File: config.mk
export PLATFORM = sky130hd
export DESIGN_NAME = pls_supervisor
export DESIGN_NICKNAME = d
export VERILOG_FILES = /design/src/include/pls_pkg.sv /design/src/rtl/pls_wrap.sv /design/src/rtl/pls_supervisor.sv
export SDC_FILE = /design/constraint.sdc
export NUM_CORES = 1
export LEC_CHECK = 0
export BUFFER_PORTS_ARGS = -buffer_cell sky130_fd_sc_hd__buf_2
export CORE_UTILIZATION = 35
export DETAILED_ROUTE_END_ITERATION = 7
export GPL_TIMING_DRIVEN = 0
export PLACE_DENSITY = 0.54
export SLEW_MARGIN = 20
export SYNTH_ARGS = -nofsm -noshare
export SYNTH_HDL_FRONTEND = slang
export SYNTH_HIERARCHICAL = 1
export SYNTH_SLANG_ARGS = --single-unit
File: constraint.sdc
create_clock -name core_clk -period 7.39 [get_ports core_clk]
set_clock_uncertainty 0.1 [all_clocks]
set_input_delay 1.8475 -clock core_clk [delete_from_list [all_inputs] [get_ports core_clk]]
set_output_delay 1.8475 -clock core_clk [all_outputs]
set_load 0.01 [all_outputs]
File: src/include/pls_pkg.sv
// shared constants of the position loop supervisor
package pls_pkg;

    // ------------------------------------------------------------
    // data widths
    // ------------------------------------------------------------
    localparam int POS_WIDTH = 32;
    localparam int MODE_WIDTH = 4;
    localparam int CFG_WIDTH = 16;
    localparam int DIAG_WIDTH = 16;

    // ------------------------------------------------------------
    // field positions
    // ------------------------------------------------------------
    localparam int DIAG_FOLLOW_ERR_BIT = 11;
    localparam int CFG_MODULO_BIT = 7;
    localparam int CFG_LIMIT_EN_BIT = 4;

    // ------------------------------------------------------------
    // position control operating modes
    // ------------------------------------------------------------
    localparam logic [MODE_WIDTH-1:0] MODE_POS_MOTOR = 4'h3;
    localparam logic [MODE_WIDTH-1:0] MODE_POS_DIRECT = 4'h4;
    localparam logic [MODE_WIDTH-1:0] MODE_POS_BOTH = 4'h5;
    localparam logic [MODE_WIDTH-1:0] MODE_POS_MOTOR_FF = 4'hB;
    localparam logic [MODE_WIDTH-1:0] MODE_POS_DIRECT_FF = 4'hC;
    localparam logic [MODE_WIDTH-1:0] MODE_POS_BOTH_FF = 4'hD;

    // ------------------------------------------------------------
    // reset values
    // ------------------------------------------------------------
    localparam logic [DIAG_WIDTH-1:0] DIAG_RESET = 16'h0000;

endpackage

File: src/rtl/pls_wrap.sv
// folds a signed position into the range zero up to the modulus
`timescale 1ns/1ns
module pls_wrap #(
    parameter int W = 32
) (
    // value to fold
    input wire logic signed [W-1:0] value,
    input wire logic [W-1:0] modulus,
    // folded result
    output logic [W-1:0] wrapped
);
    // one fold step: the value is expected within one modulus of the range
    logic signed [W:0] v_ext;
    logic signed [W:0] m_ext;
    logic signed [W:0] sum;

    always_comb begin
        v_ext = {value[W-1], value};
        m_ext = {1'b0, modulus};
        if (modulus == '0) begin
            sum = v_ext;
        end else if (v_ext < 0) begin
            sum = v_ext + m_ext;
        end else if (v_ext >= m_ext) begin
            sum = v_ext - m_ext;
        end else begin
            sum = v_ext;
        end
        wrapped = sum[W-1:0];
    end
endmodule // pls_wrap

File: src/rtl/pls_supervisor.sv
// position loop supervisor: following error, travel limits, modulo format
`timescale 1ns/1ns
module pls_supervisor #(
    parameter int W = pls_pkg::POS_WIDTH
) (
    // clock and reset
    input wire logic core_clk,
    input wire logic rst,
    // loop cycle strobe and measured values
    input wire logic loop_tick,
    input wire logic signed [W-1:0] following_error_value,
    input wire logic signed [W-1:0] position_command_value,
    input wire logic signed [W-1:0] position_feedback_value,
    input wire logic signed [W-1:0] velocity_command_value,
    input wire logic torque_active_flag,
    // settings
    input wire logic [pls_pkg::MODE_WIDTH-1:0] operating_mode_select,
    input wire logic [pls_pkg::CFG_WIDTH-1:0] position_config_word,
    input wire logic [W-1:0] monitor_window_setting,
    input wire logic [W-1:0] wrap_modulus,
    input wire logic signed [W-1:0] upper_travel_limit,
    input wire logic signed [W-1:0] lower_travel_limit,
    input wire logic fault_clear,
    // faults and status
    output logic following_error_fault,
    output logic travel_limit_fault,
    output logic [pls_pkg::DIAG_WIDTH-1:0] diag_status_word,
    output logic command_blocked,
    output logic velocity_refused,
    // positions and velocity passed on to the loop
    output logic [W-1:0] position_command_out,
    output logic [W-1:0] position_feedback_out,
    output logic [W-1:0] velocity_command_out
);

    // ------------------------------------------------------------
    // modulo folding
    // ------------------------------------------------------------
    logic modulo_on;
    logic [W-1:0] cmd_wrapped;
    logic [W-1:0] fb_wrapped;

    assign modulo_on = position_config_word[pls_pkg::CFG_MODULO_BIT];

    pls_wrap #(.W(W)) u_wrap_cmd (
        .value(position_command_value),
        .modulus(wrap_modulus),
        .wrapped(cmd_wrapped)
    );

    pls_wrap #(.W(W)) u_wrap_fb (
        .value(position_feedback_value),
        .modulus(wrap_modulus),
        .wrapped(fb_wrapped)
    );

    // ------------------------------------------------------------
    // check terms
    // ------------------------------------------------------------
    logic position_mode;
    logic [W-1:0] fe_mag;
    logic [W-1:0] vel_mag;
    logic fe_check_on;
    logic fe_hit;
    logic signed [W-1:0] cmd_eval;
    logic [W-1:0] fb_eval;
    logic limits_on;
    logic limit_hit;
    logic vel_hit;

    always_comb begin
        position_mode = (operating_mode_select == pls_pkg::MODE_POS_MOTOR)
            || (operating_mode_select == pls_pkg::MODE_POS_DIRECT)
            || (operating_mode_select == pls_pkg::MODE_POS_BOTH)
            || (operating_mode_select == pls_pkg::MODE_POS_MOTOR_FF)
            || (operating_mode_select == pls_pkg::MODE_POS_DIRECT_FF)
            || (operating_mode_select == pls_pkg::MODE_POS_BOTH_FF);
        fe_mag = following_error_value[W-1] ? W'(-following_error_value) : W'(following_error_value);
        vel_mag = velocity_command_value[W-1] ? W'(-velocity_command_value) : W'(velocity_command_value);
        fe_check_on = position_mode
            && (monitor_window_setting != '0)
            && torque_active_flag;
        fe_hit = fe_check_on && (fe_mag > monitor_window_setting);
        cmd_eval = modulo_on ? $signed(cmd_wrapped) : position_command_value;
        fb_eval = modulo_on ? fb_wrapped : W'(position_feedback_value);
        limits_on = position_config_word[pls_pkg::CFG_LIMIT_EN_BIT]
            && !((upper_travel_limit == '0) && (lower_travel_limit == '0));
        limit_hit = limits_on
            && ((cmd_eval > upper_travel_limit) || (cmd_eval < lower_travel_limit));
        vel_hit = modulo_on && (vel_mag > wrap_modulus);
    end

    // ------------------------------------------------------------
    // next state
    // ------------------------------------------------------------
    logic next_following_error_fault;
    logic next_travel_limit_fault;
    logic next_command_blocked;
    logic next_velocity_refused;
    logic [W-1:0] next_position_command_out;
    logic [W-1:0] next_position_feedback_out;
    logic [W-1:0] next_velocity_command_out;
    logic [pls_pkg::DIAG_WIDTH-1:0] next_diag_status_word;

    always_comb begin
        next_following_error_fault = following_error_fault && !fault_clear;
        next_travel_limit_fault = travel_limit_fault && !fault_clear;
        next_command_blocked = 1'b0;
        next_velocity_refused = 1'b0;
        next_position_command_out = position_command_out;
        next_position_feedback_out = position_feedback_out;
        next_velocity_command_out = velocity_command_out;
        if (loop_tick) begin
            // a new event wins over a clear in the same cycle
            if (fe_hit) begin
                next_following_error_fault = 1'b1;
            end
            if (limit_hit) begin
                next_travel_limit_fault = 1'b1;
                next_command_blocked = 1'b1;
            end else begin
                next_position_command_out = W'(cmd_eval);
            end
            next_position_feedback_out = fb_eval;
            if (vel_hit) begin
                next_velocity_refused = 1'b1;
            end else begin
                next_velocity_command_out = W'(velocity_command_value);
            end
        end
        next_diag_status_word = diag_status_word;
        next_diag_status_word[pls_pkg::DIAG_FOLLOW_ERR_BIT] = next_following_error_fault;
    end

    // ------------------------------------------------------------
    // registers
    // ------------------------------------------------------------
    always_ff @(posedge core_clk) begin
        if (rst) begin
            following_error_fault <= 1'b0;
            travel_limit_fault <= 1'b0;
            command_blocked <= 1'b0;
            velocity_refused <= 1'b0;
            position_command_out <= '0;
            position_feedback_out <= '0;
            velocity_command_out <= '0;
            diag_status_word <= pls_pkg::DIAG_RESET;
        end else begin
            following_error_fault <= next_following_error_fault;
            travel_limit_fault <= next_travel_limit_fault;
            command_blocked <= next_command_blocked;
            velocity_refused <= next_velocity_refused;
            position_command_out <= next_position_command_out;
            position_feedback_out <= next_position_feedback_out;
            velocity_command_out <= next_velocity_command_out;
            diag_status_word <= next_diag_status_word;
        end
    end
endmodule // pls_supervisor

After elaboration in Yosys (flattened, before gate mapping)
Cells that the tools add are included.
{ "totals": {"regBits": 100, "out_inout_bits": 116} }
{ "op_classes": {"n_addsub": 6, "magnitude_cmp": 8, "eq_ne": 6, "mux": 16, "bitwise_logic": 3, "n_reduce_logical": 24} }
{ "op_table": {"columns": ["operator", "count"], "rows": [
  ["$mux W32", 10],
  ["$gt A32 B32 Y1", 3],
  ["$logic_not A32 Y1", 3],
  ["$ge A32 B33 Y1", 2],
  ["$add A32 B32 Y32", 2],
  ["$lt A32 B1 Y1 const B", 2],
  ["$neg A32 Y32", 2],
  ["$sub A32 B32 Y32", 2],
  ["$lt A32 B32 Y1", 1],
  ["$reduce_bool A32 Y1", 1],
  ["$eq A4 B4 Y1 const B", 3],
  ["$logic_and A1 B1 Y1", 9],
  ["$eq A4 B3 Y1 const B", 2],
  ["$logic_or A1 B1 Y1", 6],
  ["$mux W1", 6],
  ["$eq A4 B2 Y1 const B", 1],
  ["$reduce_and A2 Y1", 2],
  ["$not A1 Y1", 3],
  ["$logic_not A1 Y1", 2],
  ["$reduce_or A2 Y1", 1]
]} }

Logic depth before layout (Yosys ltp)
{ "logic_depth": {"ltp_word": 11, "ltp_mapped": 27, "ltp_nobuf": 22} }

By module
Netlist, hierarchy kept.
{ "modules_own_cells": {"columns": ["module", "instances", "cells_per_inst", "area_per_inst_um2"], "rows": [
  ["pls_supervisor", 1, 1162, 9325.2],
  ["pls_wrap (u_wrap_fb)", 1, 659, 4280.4],
  ["pls_wrap (u_wrap_cmd)", 1, 628, 4112.7]
]} }

Least setup slack after synthesis
OpenSTA, ideal clock, no wires.
{ "synth_path": {"kind": "input to register", "start": "input position_command_value[31]", "end": "register position_command_out[25]", "t_arrival_ns": 6.795, "required_time_ns": 7.212, "path_slack_ns": 0.417, "path_stages": 25, "n_path_buf": 5, "cell_sequence": "buf_2 > clkinv_1 > clkbuf_1 > ha_1 > nand4b_1 > or4_1 > nor2_1 > nor4_1 > nand2_1 > a211o_1 > and3_1 > buf_6 > a221o_1 > a22o_1 > mux2_2 > ha_1 > a21oi_1 > o21ai_0 > a221o_1 > o311ai_0 > o22a_1 > clkbuf_1 > clkbuf_1 > a21oi_1 > nor3_1"} }
{ "synth_via": {"elab_chain_len": 10, "elab_cells_between_ends": 14, "cone_classes": "2 x add/sub; 4 x order compare; 4 x mux; 1 x bitwise; 3 x reduce/logical"} }
{ "synth_lines": {"columns": ["item", "line", "text"], "rows": [
  ["from (decl)", "pls_supervisor.sv:12", "input wire logic signed [W-1:0] position_command_value,"],
  ["$ge A32 B33 Y1", "pls_wrap.sv:24", "end else if (v_ext >= m_ext) begin"],
  ["$mux W32", "pls_wrap.sv:24", null],
  ["$mux W32 *", "pls_wrap.sv:22", "end else if (v_ext < 0) begin"],
  ["$mux W32 *", "pls_wrap.sv:20", "if (modulus == '0) begin"],
  ["via cmd_wrapped[25]", "pls_supervisor.sv:40", "logic [W-1:0] cmd_wrapped;"],
  ["$mux W32 *", "pls_supervisor.sv:84", "cmd_eval = modulo_on ? $signed(cmd_wrapped) : position_command_value;"],
  ["via cmd_eval[25]", "pls_supervisor.sv:65", "logic signed [W-1:0] cmd_eval;"],
  ["$gt A32 B32 Y1 or $lt A32 B32 Y1 (tied branches)", "pls_supervisor.sv:89", "&& ((cmd_eval > upper_travel_limit) || (cmd_eval < lower_travel_limit));"],
  ["$logic_or A1 B1 Y1", "pls_supervisor.sv:89", null],
  ["$logic_and A1 B1 Y1", "pls_supervisor.sv:89", null],
  ["$not A1 Y1 (no line)", null, null],
  ["$reduce_and A2 Y1 (no line)", null, null],
  ["to (signal assigned)", "pls_supervisor.sv:153", "position_command_out <= next_position_command_out;"],
  ["to (decl)", "pls_supervisor.sv:31", "output logic [W-1:0] position_command_out,"]
]} }
The timed path passes the listed nets; every way through them passes the cells marked *.
A chain may end at the register's enable or synchronous reset.

Worst setup path after layout
{ "layout_path": {"start": "input wrap_modulus[15]", "end": "register position_command_out[2]"} }
{ "layout_via": {"elab_chain_len": 10, "elab_cells_between_ends": 14, "cone_classes": "2 x add/sub; 3 x order compare; 4 x mux; 1 x bitwise; 4 x reduce/logical"} }
{ "layout_lines": {"columns": ["item", "line", "text"], "rows": [
  ["from (decl)", "pls_supervisor.sv:20", "input wire logic [W-1:0] wrap_modulus,"],
  ["$sub A32 B32 Y32 or $ge A32 B33 Y1 (tied branches)", "pls_wrap.sv:25, pls_wrap.sv:24", null],
  ["$mux W32", "pls_wrap.sv:24", null],
  ["$mux W32", "pls_wrap.sv:22", null],
  ["$mux W32 *", "pls_wrap.sv:20", null],
  ["via cmd_wrapped[27]", "pls_supervisor.sv:40", null],
  ["$mux W32 *", "pls_supervisor.sv:84", null],
  ["via cmd_eval[27]", "pls_supervisor.sv:65", null],
  ["$gt A32 B32 Y1 or $lt A32 B32 Y1 (tied branches)", "pls_supervisor.sv:89", null],
  ["$logic_or A1 B1 Y1 *", "pls_supervisor.sv:89", null],
  ["$logic_and A1 B1 Y1 *", "pls_supervisor.sv:89", null],
  ["$not A1 Y1 (no line) *", null, null],
  ["$reduce_and A2 Y1 (no line) *", null, null]
]} }
Marks and branches as above.

==> metrics.txt <==
# TYPE chip_impl_metric gauge
chip_impl_metric{name="final_worst_slack",unit="ns"} 0.211
chip_impl_metric{name="cts.sink_count",unit=""} 100
chip_impl_metric{name="worstMarginPinSlew",unit="ns"} 1.23
chip_impl_metric{name="ys.warnings.count",unit=""} 6
chip_impl_metric{name="critPathMaxStageDelay",unit="ns"} 0.57
chip_impl_info{name="crit_path_cell_trace",value="buf_2, inv_1, ha_1, buf_2, or4_4, nand3b_4, o311a_1, a21oi_2, nor2_1, a221o_1, a22o_1, mux2_2, ha_1, nand4_1, nor4_4, o21ai_0, a31o_2, a21oi_2, o22a_1, buf_2, buf_4, a21oi_1, nor3_1"} 1
chip_impl_metric{name="globalRouteOverflowTotal",unit=""} 0
chip_impl_metric{name="worstSkewPairLatency",unit="ns"} 0.40
chip_impl_metric{name="totalNegativeSetupSlack",unit="ns"} 0
chip_impl_metric{name="post_drt_wl_per_cell",unit="um"} 21.1
chip_impl_metric{name="floorplan.initialDensity",unit=""} 0.354
chip_impl_metric{name="drtIter0Drc",unit=""} 1333
chip_impl_metric{name="route.antenna.remaining_nets",unit=""} 0
chip_impl_metric{name="post_synthesis_instance_total",unit=""} 2449
chip_impl_info{name="ys_top_cells_by_area",value="ha_1, dfxtp_1, xnor2_1, a21oi_1, inv_1"} 1
chip_impl_metric{name="synth_top_area_share",unit=""} 0.181
chip_impl_metric{name="seq_power_share",unit=""} 0.223
chip_impl_info{name="worst_path_max_delay_cell",value="or4_4"} 1
chip_impl_metric{name="grt_first_pass_wirelength",unit="mm"} 111
chip_impl_metric{name="height_of_the_chip",unit="um"} 227
chip_impl_metric{name="first_pass_iters",unit=""} 5
chip_impl_metric{name="drc",unit=""} 0
chip_impl_info{name="worst_hold_path_type",value="reg2reg"} 1
chip_impl_info{name="clock-root-buffer",value="clkbuf_16"} 1
chip_impl_metric{name="max_freq",unit="GHz"} 0.139
chip_impl_info{name="synth_top_cells_by_count",value="inv_1, ha_1, a21oi_1, nor2_1, nand2_1"} 1
chip_impl_metric{name="ys_async_sr_fraction",unit=""} 0
chip_impl_metric{name="ioPinCount",unit=""} 397
chip_impl_metric{name="grt.met2_usage",unit=""} 0.494
chip_impl_metric{name="finalMaxSlewViolations",unit=""} 0
chip_impl_metric{name="finalHoldViolations",unit=""} 0
chip_impl_metric{name="gr-usage-met1",unit=""} 0.345
chip_impl_metric{name="dr_total_vias",unit=""} 19800
chip_impl_metric{name="power.density_cell_area",unit="mW/mm2"} 135
chip_impl_metric{name="final-setup-viol-count",unit=""} 0
chip_impl_metric{name="fp.dieArea",unit="mm2"} 0.0515
chip_impl_info{name="grt_most_used_layer",value="met2"} 1
chip_impl_metric{name="groute.usage.overall",unit=""} 0.280
chip_impl_metric{name="synth_sequential_area_ratio",unit=""} 0.113
chip_impl_metric{name="routed_wl",unit="mm"} 74.2
chip_impl_metric{name="power.ir.vdd_worst",unit="uV"} 121
chip_impl_metric{name="syn2layout_area_growth",unit="%"} 18.3
chip_impl_metric{name="die_w",unit="um"} 227
chip_impl_metric{name="p_comb_frac",unit=""} 0.594
chip_impl_metric{name="core_region_area",unit="mm2"} 0.0501
chip_impl_info{name="synth.most_common_cell",value="inv_1"} 1
chip_impl_metric{name="cts-buffers-inserted",unit=""} 9
chip_impl_metric{name="worst-endpoint-required",unit="ns"} 7.61
chip_impl_metric{name="grt_antenna_before_repair",unit=""} 15
chip_impl_metric{name="synthesis.area",unit="mm2"} 0.0177
chip_impl_metric{name="min_period",unit="ns"} 7.18
chip_impl_metric{name="port-buffer-count",unit=""} 364
chip_impl_info{name="synth_top_area_cell",value="ha_1"} 1
chip_impl_metric{name="use_met3",unit=""} 0.0481
chip_impl_metric{name="post_synth.cell_area_avg",unit="um2"} 7.23
chip_impl_info{name="result_of_the_run",value="finished clean"} 1
chip_impl_metric{name="first_global_vias",unit=""} 19200
chip_impl_metric{name="clock_power_share",unit=""} 0.183
chip_impl_metric{name="slew-limit-headroom",unit=""} 0.181
chip_impl_metric{name="finish.net_count",unit=""} 3379
chip_impl_metric{name="gp_congestion",unit=""} 0.967
chip_impl_metric{name="synth_seq_cells",unit=""} 100
chip_impl_info{name="cts_tree",value="done"} 1
chip_impl_metric{name="layout-drive-gt1-share",unit=""} 0.194
chip_impl_metric{name="dp_worst_setup_slack",unit="ns"} -1.41
chip_impl_metric{name="switchingPower",unit="mW"} 1.32
chip_impl_metric{name="grt_max_degree",unit=""} 21
chip_impl_metric{name="hpwl",unit="mm"} 61.6
chip_impl_metric{name="cts.reportedPaths.clkPinSlew",unit="ns"} 0.08
chip_impl_metric{name="p_leak",unit="nW"} 9.94
chip_impl_metric{name="clock_tree.htree_level_count",unit=""} 3
chip_impl_metric{name="yosysUniqueCellTypes",unit=""} 95
chip_impl_info{name="critPathMostFrequentCell",value="buf_2"} 1
chip_impl_metric{name="count_of_flip_flops_with_a_built_in_enable_after_synthesis",unit=""} 0
chip_impl_metric{name="max_cap_viol_count",unit=""} 0
chip_impl_metric{name="cp.arrival",unit="ns"} 7.40
chip_impl_metric{name="clock_tree.buffer_depth",unit=""} 2
chip_impl_info{name="postSynth.topFlopCell",value="dfxtp_1"} 1
chip_impl_info{name="critPathKind",value="in2reg"} 1
chip_impl_info{name="crit_path_end_kind",value="flip-flop"} 1
chip_impl_metric{name="timing.critical_path.fanout_max",unit=""} 10
chip_impl_metric{name="switching_share",unit=""} 0.467
chip_impl_metric{name="internal_power",unit="mW"} 1.50
chip_impl_metric{name="row_count",unit=""} 82
chip_impl_info{name="worstSetupStartpointType",value="input pin"} 1
chip_impl_metric{name="via_per_inst",unit=""} 5.64
chip_impl_metric{name="min_period_over_period",unit=""} 0.972
## cells in the final DEF, fill, tap and decap left out, types with 17 or more instances in the layout
master / count
a21o_1: 49
nor4_1: 56
o21ai_0: 132
buf_4: 26
o31ai_1: 23
xnor2_1: 123
nand2b_1: 92
nor2_1: 160
mux2i_1: 66
or3_1: 21
a21oi_1: 208
buf_2: 377
a31oi_1: 18
o221ai_1: 17
o21bai_1: 26
nor3_1: 102
clkbuf_1: 65
mux2_2: 33
nand3_1: 23
dfxtp_1: 100
nor2b_1: 28
a211oi_1: 42
nand4_1: 47
inv_1: 261
nand2_1: 144
ha_1: 256
## layout make-up
type / count / area (um2)
Fill cell: 5402 / 29100
Multi-Input combinational cell: 1959 / 14200
Sequential cell: 100 / 2000
Timing Repair Buffer: 366 / 1860
Inverter: 265 / 1000
Tap cell: 672 / 841
Buffer: 136 / 711
Clock buffer: 9 / 225
Clock inverter: 7 / 76.3
Antenna cell: 3 / 7.51
## cells by family (layout without fill, tap and decap cells)
family | count (synthesis) | in the layout | share of synthesized area
AO/OA/AOI/OAI | 705 | 705 | 0.263
XOR/XNOR | 133 | 133 | 0.0657
adder cells (fa/ha/maj) | 261 | 261 | 0.186
buffers and inverters | 404 | 783 | 0.0945
flip-flops | 100 | 100 | 0.113
multiplexers | 99 | 99 | 0.0583
other | 1 | 18 | 0.000212
AND/OR/NAND/NOR | 746 | 746 | 0.220
## critical path: cells and delay by family
kind | cells | cell delay (ns)
adders and majority gates | 2 | 0.62
buffers and inverters | 5 | 0.92
muxes | 1 | 0.30
and+or+nand+nor | 6 | 1.68
AOI/OAI and AO/OA | 9 | 2.02
## per-stage QoR
step                      power (mW)  utilization  std cells  cell area, um2  hold slack (ns)
after floorplan                 1.71            -       2463           17800            0.393
after global placement          2.24        0.408       3499           20400            0.356
after detailed placement        2.26        0.408       3499           20400            0.362
after CTS                       2.80        0.415       3514           20800            0.378
after global routing            3.04        0.418       3514           21000            0.391
final                           2.82        0.419       3517           21000            0.373
## power groups by stage
stage          clock, mW  combinational, mW  sequential, mW
2_1_floorplan          0               1.05           0.662
5_1_grt            0.555               1.85           0.635
3_5_place_dp           0               1.62           0.640
3_3_place_gp           0               1.60           0.640
6_report           0.516               1.68           0.629
4_1_cts            0.534               1.64           0.629
## state kept, by name, summed over array words and instances (netlist names)
register / cells
command_blocked: 1
diag_status_word: 1
position_command_out: 32
position_feedback_out: 32
travel_limit_fault: 1
velocity_command_out: 32
velocity_refused: 1
## timing repair
item | CTS | global route
cloned | 0 | 0
pin swaps | 0 | 4
hold buffers | 0 | 0
resized for setup | 22 | 55
setup endpoints to repair | 34 | 63
setup buffers | 0 | 2
## layer usage
layer | up-vias | part of all wire
met5 | - | 0.0017
met4 | 20 | 0.026
met3 | 122 | 0.058
met2 | 611 | 0.49
met1 | 9501 | 0.43
li1 | 9592 | -
## worst paths after layout
path	startpoint	to	slack (ns)	cells past startpoint
max	wrap_modulus[15]	position_command_out[2]$_SDFFE_PP0P_	0.21	23
min reg2reg	velocity_command_out[27]$_SDFFE_PP0P_	velocity_command_out[27]$_SDFFE_PP0P_	0.37	2
max reg2reg	position_feedback_out[0]$_SDFFE_PP0P_	position_feedback_out[0]$_SDFFE_PP0P_	6.51	2
min	velocity_command_out[27]$_SDFFE_PP0P_	velocity_command_out[27]$_SDFFE_PP0P_	0.37	2
No activity file was read; power rests on OpenSTA's default activity.
